File: config.mk
export PLATFORM = sky130hd
export DESIGN_NAME = iev_exception_unit
export DESIGN_NICKNAME = d
export VERILOG_FILES = /design/src/shared/iev_pkg.sv /design/src/hdl/iev_exception_unit.sv /design/src/hdl/iev_level_arb.sv
export SDC_FILE = /design/constraint.sdc
export NUM_CORES = 1
export LEC_CHECK = 0
export BUFFER_PORTS_ARGS = -buffer_cell sky130_fd_sc_hd__buf_2
export CAP_MARGIN = 10
export CORE_ASPECT_RATIO = 0.6
export CORE_MARGIN = 4
export CORE_UTILIZATION = 52
export DETAILED_ROUTE_END_ITERATION = 7
export PLACE_DENSITY = 0.81
export REMOVE_ABC_BUFFERS = 1
export SKIP_CTS_REPAIR_TIMING = 1
export SLEW_MARGIN = 20
export SYNTH_ARGS = -nofsm -noshare
export SYNTH_HDL_FRONTEND = slang
export SYNTH_HIERARCHICAL = 1
export SYNTH_SLANG_ARGS = --single-unit
export TNS_END_PERCENT = 10
File: constraint.sdc
create_clock -name clk -period 13.6 [get_ports clk]
set_clock_uncertainty 0.2 [all_clocks]
set_input_delay 0.68 -clock clk [delete_from_list [all_inputs] [get_ports clk]]
set_output_delay 0.68 -clock clk [all_outputs]
set_load 0.05 [all_outputs]
File: src/shared/iev_pkg.sv
// ----------------------------------------------------------------
// interrupt and exception vectoring constants and types
// ----------------------------------------------------------------
package iev_pkg;

   // ----------------------------------------------------------------
   // sizes
   // ----------------------------------------------------------------
   localparam int IEV_N_SRC = 8;              // peripheral request slots
   localparam int IEV_LVL_W = 3;              // level and mask width
   localparam int IEV_OFS_W = 8;              // vector offset width
   localparam int IEV_ADDR_W = 17;            // physical byte address
   localparam int IEV_WORD_W = 16;            // data and word address

   // ----------------------------------------------------------------
   // vector table
   // ----------------------------------------------------------------
   localparam logic [16:0] IEV_VEC_BASE = 17'h08000;   // table base
   localparam logic [7:0] IEV_OFS_RESET = 8'h01;        // slot at 08002h
   localparam logic [7:0] IEV_OFS_NMI = 8'h03;          // slot at 08006h
   localparam logic [7:0] IEV_OFS_ILLEGAL = 8'h00;      // same as trap 0

   // ----------------------------------------------------------------
   // status word and stack arithmetic
   // ----------------------------------------------------------------
   localparam logic [2:0] IEV_MASK_ALL = 3'h7;          // all levels masked
   localparam int IEV_MASK_LSB = 0;                     // mask field in status
   localparam int IEV_MASK_MSB = 2;
   localparam logic [15:0] IEV_SP_STEP = 16'h0002;      // bytes per push
   localparam logic [15:0] IEV_PC_AHEAD = 16'h0002;     // prefetch, in words

   // ----------------------------------------------------------------
   // types
   // ----------------------------------------------------------------
   // one peripheral request with the offset it offers at acknowledge
   typedef struct packed {
      logic req;
      logic [2:0] level;
      logic [7:0] offset;
   } iev_src_t;

   // memory request toward the core's data path
   typedef struct packed {
      logic req;
      logic we;
      logic [16:0] addr;
      logic [15:0] wdata;
   } iev_mem_t;

   // entry sequencer states
   typedef enum logic [2:0] {S_IDLE, S_PUSH_ST, S_PUSH_PC, S_VEC_RD} iev_state_t;

   // what started the current entry
   typedef enum logic [1:0] {K_RESET, K_NMI, K_EXC, K_PERIPH} iev_kind_t;

   // ----------------------------------------------------------------
   // functions
   // ----------------------------------------------------------------
   // a level passes only when strictly above the mask
   function automatic logic iev_unmasked(input logic [2:0] level, input logic [2:0] mask);
      iev_unmasked = (level > mask);
   endfunction : iev_unmasked

   // byte address of a vector slot
   function automatic logic [16:0] iev_vec_addr(input logic [7:0] ofs);
      iev_vec_addr = IEV_VEC_BASE + {8'h00, ofs, 1'b0};
   endfunction : iev_vec_addr

endpackage : iev_pkg

File: src/hdl/iev_exception_unit.sv
`timescale 1ns/1ns
// What this block does
// - reset vectors at once, nmi disabled after
// - nmi beats peripherals and software exceptions
// - peripheral taken only when level above mask
// - mask all ones refuses every peripheral
// - software exception entry forces mask ones
// - trap number in opcode picks vector
// - illegal and unimplemented opcodes use offset zero
// - table at fixed base, offset added
// - peripherals supply offset; nmi and others internal
// - handler word address shifted, bit zero low
// - nmi held pending, not taken, during nmi or after reset
// - enabled pending nmi taken at next boundary
// - return, trap or mask clear re-enable nmi
// - after nmi, all ones mask blocks requests
// - push status, add two, push pc, add two
// - pushed pc is next word plus two
// - every entry sets mask to all ones
// - software exceptions taken without arbitration
// - all sources share one vector table
module iev_exception_unit
(
   // clock and reset
   input wire logic clk,
   input wire logic rst,
   // external nonmaskable pin, asynchronous
   input wire logic nmi_pin,
   // peripheral requests
   input wire iev_pkg::iev_src_t periph_src [iev_pkg::IEV_N_SRC],
   // core execution events
   input wire logic instr_boundary,
   input wire logic trap_exec,
   input wire logic [7:0] trap_number,
   input wire logic illegal_exec,
   input wire logic return_from_service,
   input wire logic level_mask_load_instr,
   input wire logic [2:0] level_mask_wdata,
   // core context
   input wire logic [15:0] status_word,
   input wire logic [15:0] program_counter,
   input wire logic [15:0] stack_pointer,
   // memory port
   output iev_pkg::iev_mem_t mem_out,
   input wire logic mem_ack,
   input wire logic [15:0] mem_rdata,
   // results toward the core
   output logic busy,
   output logic pc_load,
   output logic [16:0] pc_load_addr,
   output logic sp_load,
   output logic [15:0] sp_value,
   output logic [2:0] interrupt_level_mask,
   // acknowledges toward requesters
   output logic nmi_ack,
   output logic [iev_pkg::IEV_N_SRC-1:0] periph_ack
);
   import iev_pkg::*;

   // ----------------------------------------------------------------
   // state
   // ----------------------------------------------------------------
   iev_state_t state_reg, state_next;        // entry sequencer
   iev_kind_t kind_reg, kind_next;           // source of this entry
   iev_mem_t mem_reg, mem_next;              // memory request
   logic [2:0] mask_reg, mask_next;          // interrupt_level_mask
   logic nmi_en_reg, nmi_en_next;            // nmi recognition armed
   logic nmi_pend_reg, nmi_pend_next;        // nmi edge seen, not taken
   logic exc_pend_reg, exc_pend_next;        // software exception waiting
   logic [7:0] exc_ofs_reg, exc_ofs_next;    // its internal offset
   logic [7:0] ofs_reg, ofs_next;            // offset of this entry
   logic [15:0] sp_reg, sp_next;             // working stack pointer
   logic [15:0] pc_reg, pc_next;             // pc to be pushed
   logic busy_reg, busy_next;
   logic pc_load_reg, pc_load_next;
   logic [16:0] pc_addr_reg, pc_addr_next;
   logic sp_load_reg, sp_load_next;
   logic nmi_ack_reg, nmi_ack_next;
   logic [IEV_N_SRC-1:0] pack_reg, pack_next;
   // nmi pin synchroniser and edge history
   logic nmi_meta_reg, nmi_sync_reg, nmi_prev_reg;

   // arbiter results
   logic arb_valid;
   logic [IEV_N_SRC-1:0] arb_grant;
   logic [7:0] arb_offset;
   logic [2:0] arb_level;

   // derived events
   logic nmi_edge;                           // rising edge of synced pin
   logic rearm;                              // any nmi re-enable event
   logic [15:0] st_push;                     // status word image pushed

   iev_level_arb u_arb
   (
      .src(periph_src),
      .mask(mask_reg),
      .valid(arb_valid),
      .grant(arb_grant),
      .offset(arb_offset),
      .level(arb_level)
   );

   // only the second stage feeds the edge detector
   assign nmi_edge = nmi_sync_reg & ~nmi_prev_reg;

   // return, trap, or a mask write that clears any set bit
   assign rearm = return_from_service | trap_exec
      | (level_mask_load_instr && ((mask_reg & ~level_mask_wdata) != 3'h0));

   // status image carries the mask as it was before entry
   always_comb
   begin
      st_push = status_word;
      st_push[IEV_MASK_MSB:IEV_MASK_LSB] = mask_reg;
   end

   // ----------------------------------------------------------------
   // next-state logic
   // ----------------------------------------------------------------
   always_comb
   begin
      state_next = state_reg;
      kind_next = kind_reg;
      mem_next = mem_reg;
      mask_next = mask_reg;
      nmi_en_next = nmi_en_reg;
      exc_ofs_next = exc_ofs_reg;
      ofs_next = ofs_reg;
      sp_next = sp_reg;
      pc_next = pc_reg;
      busy_next = busy_reg;
      pc_addr_next = pc_addr_reg;
      pc_load_next = 1'b0;
      sp_load_next = 1'b0;
      nmi_ack_next = 1'b0;
      pack_next = '0;
      // a new edge in the take cycle survives the clear
      nmi_pend_next = nmi_pend_reg | nmi_edge;
      exc_pend_next = exc_pend_reg;

      // software exceptions latch with their own offset
      if (trap_exec)
      begin
         exc_pend_next = 1'b1;
         exc_ofs_next = trap_number;
      end
      else if (illegal_exec)
      begin
         exc_pend_next = 1'b1;
         exc_ofs_next = IEV_OFS_ILLEGAL;
      end

      // mask writes from the core, only between entries
      if (state_reg == S_IDLE && level_mask_load_instr)
      begin
         mask_next = level_mask_wdata;
      end
      // re-arm nmi; a pending edge is then taken normally
      if (rearm)
      begin
         nmi_en_next = 1'b1;
      end

      case (state_reg)
         S_IDLE:
         begin
            // nmi first, then exceptions, then peripherals
            if (nmi_pend_reg && nmi_en_reg && instr_boundary)
            begin
               kind_next = K_NMI;
               ofs_next = IEV_OFS_NMI;
               nmi_pend_next = nmi_edge;
               nmi_en_next = 1'b0;
               nmi_ack_next = 1'b1;
            end
            else if (exc_pend_reg)
            begin
               kind_next = K_EXC;
               ofs_next = exc_ofs_reg;
               exc_pend_next = trap_exec | illegal_exec;
            end
            else if (arb_valid && instr_boundary)
            begin
               kind_next = K_PERIPH;
               ofs_next = arb_offset;
               pack_next = arb_grant;
            end
            if ((nmi_pend_reg && nmi_en_reg && instr_boundary) || exc_pend_reg
               || (arb_valid && instr_boundary))
            begin
               // context save starts with the status word
               mask_next = IEV_MASK_ALL;
               busy_next = 1'b1;
               sp_next = stack_pointer;
               pc_next = program_counter + IEV_PC_AHEAD;
               mem_next = '{req: 1'b1, we: 1'b1, addr: {1'b0, stack_pointer},
                  wdata: st_push};
               state_next = S_PUSH_ST;
            end
         end
         S_PUSH_ST:
         begin
            if (mem_ack)
            begin
               sp_next = sp_reg + IEV_SP_STEP;
               mem_next = '{req: 1'b1, we: 1'b1,
                  addr: {1'b0, sp_reg + IEV_SP_STEP}, wdata: pc_reg};
               state_next = S_PUSH_PC;
            end
         end
         S_PUSH_PC:
         begin
            if (mem_ack)
            begin
               sp_next = sp_reg + IEV_SP_STEP;
               mem_next = '{req: 1'b1, we: 1'b0, addr: iev_vec_addr(ofs_reg),
                  wdata: 16'h0000};
               state_next = S_VEC_RD;
            end
         end
         S_VEC_RD:
         begin
            if (mem_ack)
            begin
               // word address handed over as a byte address
               pc_addr_next = {mem_rdata, 1'b0};
               pc_load_next = 1'b1;
               // reset never pushed, so the stack is left alone
               sp_load_next = (kind_reg != K_RESET);
               mem_next = '{req: 1'b0, we: 1'b0, addr: 17'h00000, wdata: 16'h0000};
               busy_next = 1'b0;
               state_next = S_IDLE;
            end
         end
         default:
         begin
            state_next = S_IDLE;
            busy_next = 1'b0;
         end
      endcase
   end

   // ----------------------------------------------------------------
   // registers; reset goes straight to the reset vector read
   // ----------------------------------------------------------------
   always_ff @(posedge clk or posedge rst)
   begin
      if (rst)
      begin
         state_reg <= S_VEC_RD;
         kind_reg <= K_RESET;
         mem_reg <= '{req: 1'b1, we: 1'b0, addr: IEV_VEC_BASE + {8'h00, IEV_OFS_RESET, 1'b0},
            wdata: 16'h0000};
         mask_reg <= IEV_MASK_ALL;
         nmi_en_reg <= 1'b0;
         nmi_pend_reg <= 1'b0;
         exc_pend_reg <= 1'b0;
         exc_ofs_reg <= 8'h00;
         ofs_reg <= IEV_OFS_RESET;
         sp_reg <= 16'h0000;
         pc_reg <= 16'h0000;
         busy_reg <= 1'b1;
         pc_load_reg <= 1'b0;
         pc_addr_reg <= 17'h00000;
         sp_load_reg <= 1'b0;
         nmi_ack_reg <= 1'b0;
         pack_reg <= '0;
         nmi_meta_reg <= 1'b0;
         nmi_sync_reg <= 1'b0;
         nmi_prev_reg <= 1'b0;
      end
      else
      begin
         state_reg <= state_next;
         kind_reg <= kind_next;
         mem_reg <= mem_next;
         mask_reg <= mask_next;
         nmi_en_reg <= nmi_en_next;
         nmi_pend_reg <= nmi_pend_next;
         exc_pend_reg <= exc_pend_next;
         exc_ofs_reg <= exc_ofs_next;
         ofs_reg <= ofs_next;
         sp_reg <= sp_next;
         pc_reg <= pc_next;
         busy_reg <= busy_next;
         pc_load_reg <= pc_load_next;
         pc_addr_reg <= pc_addr_next;
         sp_load_reg <= sp_load_next;
         nmi_ack_reg <= nmi_ack_next;
         pack_reg <= pack_next;
         nmi_meta_reg <= nmi_pin;
         nmi_sync_reg <= nmi_meta_reg;
         nmi_prev_reg <= nmi_sync_reg;
      end
   end

   // outputs come straight from flops
   assign mem_out = mem_reg;
   assign busy = busy_reg;
   assign pc_load = pc_load_reg;
   assign pc_load_addr = pc_addr_reg;
   assign sp_load = sp_load_reg;
   assign sp_value = sp_reg;
   assign interrupt_level_mask = mask_reg;
   assign nmi_ack = nmi_ack_reg;
   assign periph_ack = pack_reg;
endmodule : iev_exception_unit

File: src/hdl/iev_level_arb.sv
`timescale 1ns/1ns
// ----------------------------------------------------------------
// peripheral level arbiter: highest unmasked level wins
// ----------------------------------------------------------------
module iev_level_arb
(
   // requests from peripheral modules
   input wire iev_pkg::iev_src_t src [iev_pkg::IEV_N_SRC],
   // current level mask
   input wire logic [2:0] mask,
   // winner
   output logic valid,
   output logic [iev_pkg::IEV_N_SRC-1:0] grant,
   output logic [7:0] offset,
   output logic [2:0] level
);
   import iev_pkg::*;

   // per-slot eligibility, one gate per source
   logic [IEV_N_SRC-1:0] elig;

   genvar g;
   generate
      for (g = 0; g < IEV_N_SRC; g++)
      begin : g_elig
         // strictly above the mask, so a mask of all ones refuses all
         assign elig[g] = src[g].req & iev_unmasked(src[g].level, mask);
      end
   endgenerate

   // ----------------------------------------------------------------
   // pick highest level; ties go to the lowest slot
   // ----------------------------------------------------------------
   always_comb
   begin
      valid = 1'b0;
      grant = '0;
      offset = 8'h00;
      level = 3'h0;
      for (int i = 0; i < IEV_N_SRC; i++)
      begin
         // strict compare keeps the earlier slot on a tie
         if (elig[i] && (!valid || src[i].level > level))
         begin
            valid = 1'b1;
            grant = '0;
            grant[i] = 1'b1;
            offset = src[i].offset;
            level = src[i].level;
         end
      end
   end

endmodule : iev_level_arb

## After elaboration in Yosys (flattened, before gate mapping)

Index checks and enable logic that the tools add are counted.

| cells by class | value |
|---|---|
| equal/unequal tests | 8 |
| magnitude comparators | 15 |
| bitwise operators | 17 |
| muxes and demuxes | 78 |
| reductions and logical operators | 43 |
| $add $sub $neg | 3 |

Operators by type and width:

| kind | count |
|---|---|
| $mux W8 | 18 |
| $mux W35 | 4 |
| $pmux W35 S4 | 1 |
| $gt A3 B3 Y1 | 15 |
| $mux W3 | 15 |
| $add A16 B2 Y16 const B | 2 |
| $mux W16 | 2 |
| $pmux W16 S2 | 1 |
| $mux W1 | 27 |
| $add A16 B9 Y17 const A | 1 |
| $logic_and A1 B1 Y1 | 12 |
| $pmux W3 S4 | 1 |
| $and A1 B1 Y1 | 9 |
| $logic_or A1 B1 Y1 | 9 |
| $mux W2 | 4 |
| $logic_not A1 Y1 | 7 |
| $mux W7 | 1 |
| $eq A3 B2 Y1 const B | 2 |
| $mux W6 | 1 |
| $ne A2 B2 Y1 const B | 3 |
| $reduce_and A2 Y1 | 3 |
| $reduce_and A3 Y1 | 2 |
| $reduce_bool A2 Y1 | 3 |
| $reduce_bool A3 Y1 | 2 |
| other kinds (14) | 19 |

| storage, ports and cells | value |
|---|---|
| output and inout port bits | 83 |
| word-level logic and storage cells | 187 |
| flip-flop bits (word level) | 125 |
| input bits | 180 |

## Longest topological paths before layout

| depth | value |
|---|---|
| word-level depth | 36 |
| depth in mapped cells | 66 |
| depth with buffers taken out | 62 |

## Modules after synthesis

Netlist, hierarchy kept.

Modules (own cells, without submodules):

| module | cells an instance | sequential area each (um2) | times used | area each (um2) |
|---|---|---|---|---|
| iev_exception_unit | 579 | 3,090.5 | 1 | 6,124.6 |
| iev_level_arb | 299 | 0.0 | 1 | 2,159.6 |

## Worst setup path after synthesis

Ideal clock, no wire load.

| path | value |
|---|---|
| path kind | reg2reg |
| start point | reg mask_reg[1], in the netlist interrupt_level_mask[1] |
| end point | reg ofs_reg[5] |
| stages on the path, launching flop included | 64 |
| slack | 2.485 ns |
| required time | 13.305 ns |
| setup time | 0.095 ns |
| data arrival time | 10.819 ns |
| cell sequence | dfstp_2 -> inv_1 -> ha_1 -> nand2b_1 -> a32oi_2 -> and2_4 -> nand2_1 -> ha_1 -> nor2b_1 -> o21a_1 -> o21ai_1 -> o21a_1 -> buf_4 -> a22o_1 -> inv_1 -> ha_1 -> o21ai_1 -> a32oi_1 -> (+28 left out) -> ha_1 -> a21o_1 -> a21oi_1 -> a311o_1 -> o31a_1 -> buf_4 -> nor2_1 -> a31o_1 -> ha_1 -> nor2b_1 -> o21a_1 -> o211ai_1 -> o31a_2 -> buf_2 -> o221ai_1 -> o31ai_1 -> mux2i_1 -> o31ai_1 |

| on the way | value |
|---|---|
| cells in the longest elaborated chain, start to end | 34 |

RTL lines:

| what | RTL line | RTL |
|---|---|---|
| start, declared | iev_exception_unit.sv:66 | `logic [2:0] mask_reg, mask_next;` |
| start signal, assigned | iev_exception_unit.sv:278 | `mask_reg <= mask_next;` |
| $gt A3 B3 Y1 | iev_pkg.sv:61 | `iev_unmasked = (level > mask);` |
| $and A1 B1 Y1 | iev_level_arb.sv:27 | `assign elig[g] = src[g].req & iev_unmasked(src[g].level, mask);` |
| $mux W3 or $mux W1 (tied branches) | iev_level_arb.sv:43 | `if (elig[i] && (!valid \|\| src[i].level > level))` |
| $gt A3 B3 Y1 or $logic_not A1 Y1 (tied branches) | iev_level_arb.sv:43 |  |
| $logic_or A1 B1 Y1 | iev_level_arb.sv:43 |  |
| $logic_and A1 B1 Y1 | iev_level_arb.sv:43 |  |
| $mux W3 or $mux W1 (tied branches) | iev_level_arb.sv:43 |  |
| $gt A3 B3 Y1 or $logic_not A1 Y1 (tied branches) | iev_level_arb.sv:43 |  |
| (+19 left out) | n/a |  |
| $gt A3 B3 Y1 or $logic_not A1 Y1 (tied branches) | iev_level_arb.sv:43 |  |
| $logic_or A1 B1 Y1 | iev_level_arb.sv:43 |  |
| $logic_and A1 B1 Y1 | iev_level_arb.sv:43 |  |
| $mux W8 * | iev_level_arb.sv:43 |  |
| named net arb_offset[5] | iev_exception_unit.sv:86 | `logic [7:0] arb_offset;` |
| $mux W8 * | iev_exception_unit.sv:183 | `else if (arb_valid && instr_boundary)` |
| $mux W8 * | iev_exception_unit.sv:177 | `else if (exc_pend_reg)` |
| $mux W8 * | iev_exception_unit.sv:169 | `if (nmi_pend_reg && nmi_en_reg && instr_boundary)` |
| end signal, assigned | iev_exception_unit.sv:283 | `ofs_reg <= ofs_next;` |
| end, declared | iev_exception_unit.sv:71 | `logic [7:0] ofs_reg, ofs_next;` |

The timed path passes the listed nets; every way through them passes the cells marked *. The select of a mux whose other input is x is not followed.
A chain may end at the register's enable or synchronous reset.

## Worst setup path after layout

| path | value |
|---|---|
| start point | reg mask_reg[1], in the netlist interrupt_level_mask[1] |
| end point | reg ofs_reg[7] |

The elaborated chain is that of the path after synthesis.

==> impl_metrics.yaml <==
worst_setup_path:
  crit_path_end: "ofs_reg[7]$_DFFE_PP0P_"
  endpoint_kind: "flip-flop"
  critical_path_peak_fanout: 12
  path_class: "flip-flop to flip-flop"
  cp.depth: 60
  critPathRequiredTime_ns: 13.71
  r2r_cells: 60
  crit_path_start_kind: "flip-flop"
  critPathLaunch: "interrupt_level_mask[1]$_DFF_PP1_"
  critPathSlowestCell: "dfstp_2"
  crit_buf_inv: 3
  r2r_setup_slack_ns: 1.04
  critical_path_arrival_ns: 12.66
  critPathMostFrequentCell: "ha_1"
  critical_path.top_delay_family: "compound AO/OA/AOI/OAI gates"
  rr_startpoint: "interrupt_level_mask[1]$_DFF_PP1_"
  r2r-end: "ofs_reg[7]$_DFFE_PP0P_"
  cpPeakStageDelay_ns: 0.56
global_route:
  grt_start_max_net_pins: 68
  antenna_found_initial: 4
  grt.total_usage_pct: 28.3
  grt_overflow: 0
  grt_pass1_vias: 7696
  grt_pass1_wl_um: 40800
pwr:
  total_leakage_power_nw: 4.97
  p_sw_mw: 1.13
  swShare_pct: 47.3
  seqPwrFrac_pct: 26.8
  clock_power_share_pct: 20.3
  p_per_area_nw_per_um2: 231
  p_int_mw: 1.26
  peakVddDrop_mv: 0.163
  pwr-share-comb_pct: 52.8
  total_power_mw: 2.38
timing:
  fin_crit_ns: 12.56
  maxSlewViolCount: 0
  finalSetupViolCount: 0
  slew-limit-headroom_pct: 21.0
  timing.fmax_ghz: 0.0796
  hold_viol: 0
  finalCritPeriodShare_pct: 92.3
  tightest_slew_ns: 1.18
synthesis:
  avgSynthCellArea_um2: 9.46
  postSynthCellCount: 872
  synth_area_um2: 8250
  ys_warn_count: 6
clock_tree:
  clk_latency_ns: 0.41
  clockRootBuffer: "clkbuf_16"
  cts_tree: "built"
  cts_buffer_depth: 2
  htreeDepth: 4
  cts_num_sinks: 123
  numCtsBuffers: 17
  cts.clk_slew.worst_paths_ns: 0.06
drt:
  routedWlPerCell_um: 19.4
  vias_per_cell: 5.94
  drc_errors: 0
  drt_iter0_drc: 658
  wirelength_um: 25800
  dr.pass1.iters: 5
  final_antenna_net_count: 0
  via_count: 7899
cells_and_area:
  final_core_utilization_pct: 66.7
  layout_commonest_cell: "buf_2"
  nets: 1345
  final_cell_mix: "257 x buf_2, 113 x dfrtp_1, 83 x nand2_1, 52 x nor2_1"
  drive_above_1_share_pct: 34.5
  design_area_um2: 10300
  largest_reg_flops: 34
  area_growth_pct: 25.0
  fillers: 1287
placement:
  placed_area_um2: 9600
  hpwlAfterDp_um: 19500
  portBuffers: 257
  gp_congestion: 0.930
die:
  die_y_um: 106
  core-area_um2: 15500
  ios: 263
  fp.dieW_um: 171
  start_util_pct: 53.3
  num_rows: 35
  die-area_um2: 18000
flow_run:
  cap_violations: 0
min_path:
  min_path_cells: 0
  hold_path_class: "flip-flop to flip-flop"
status:
  status: "completed"
-- metal layers --
layer	up-vias	track usage, %	part of all wire (%)
met5	-	0	0.17
met4	6	6.04	0.96
met3	29	8.25	9.4
met2	334	41.5	43
met1	3805	41.7	47
li1	3725	-	-
-- worst min path at each step --
stage	startpoint	end	slack [ns]
final	nmi_meta_reg$_DFF_PP0_	nmi_sync_reg$_DFF_PP0_	0.16
after global routing	nmi_pin	nmi_meta_reg$_DFF_PP0_	0.17
after CTS	nmi_meta_reg$_DFF_PP0_	nmi_sync_reg$_DFF_PP0_	0.16
after detailed placement	nmi_meta_reg$_DFF_PP0_	nmi_sync_reg$_DFF_PP0_	0.14
after global placement	nmi_meta_reg$_DFF_PP0_	nmi_sync_reg$_DFF_PP0_	0.14
after floorplan	nmi_meta_reg$_DFF_PP0_	nmi_sync_reg$_DFF_PP0_	0.13
-- power groups by stage --
stage	Combinational [mW]	Clock (mW)	Sequential (mW)
detailed placement	1.24	0	0.638
global placement	1.22	0	0.633
CTS	1.25	0.488	0.637
floorplan	0.601	0	0.942
finish	1.26	0.484	0.640
global route	1.35	0.507	0.659
-- final cells by class --
class / instances / area [um2] / share of cell area [%]
Clock inverter: 13 / 189 / 1.83
Multi-Input combinational cell: 658 / 4780 / 46.3
Sequential cell: 123 / 3090 / 30.0
Timing Repair Buffer: 271 / 1390 / 13.5
Antenna cell: 1 / 2.50 / 0.0243
Inverter: 42 / 160 / 1.55
Clock buffer: 19 / 443 / 4.30
Tap cell: 203 / 254 / 2.46
-- stage by stage --
| stage | TNS [ns] | cells | hold WS [ns] | setup WS [ns] |
|---|---|---|---|---|
| floorplan | 0 | 823 | 0.131 | 2.02 |
| global placement | 0 | 1290 | 0.135 | 1.11 |
| detailed placement | 0 | 1290 | 0.143 | 0.826 |
| CTS | 0 | 1322 | 0.156 | 0.751 |
| global route | -0.0963 | 1329 | 0.173 | -0.0540 |
| finish | 0 | 1330 | 0.158 | 1.04 |
(Power assumes the default switching activity.)
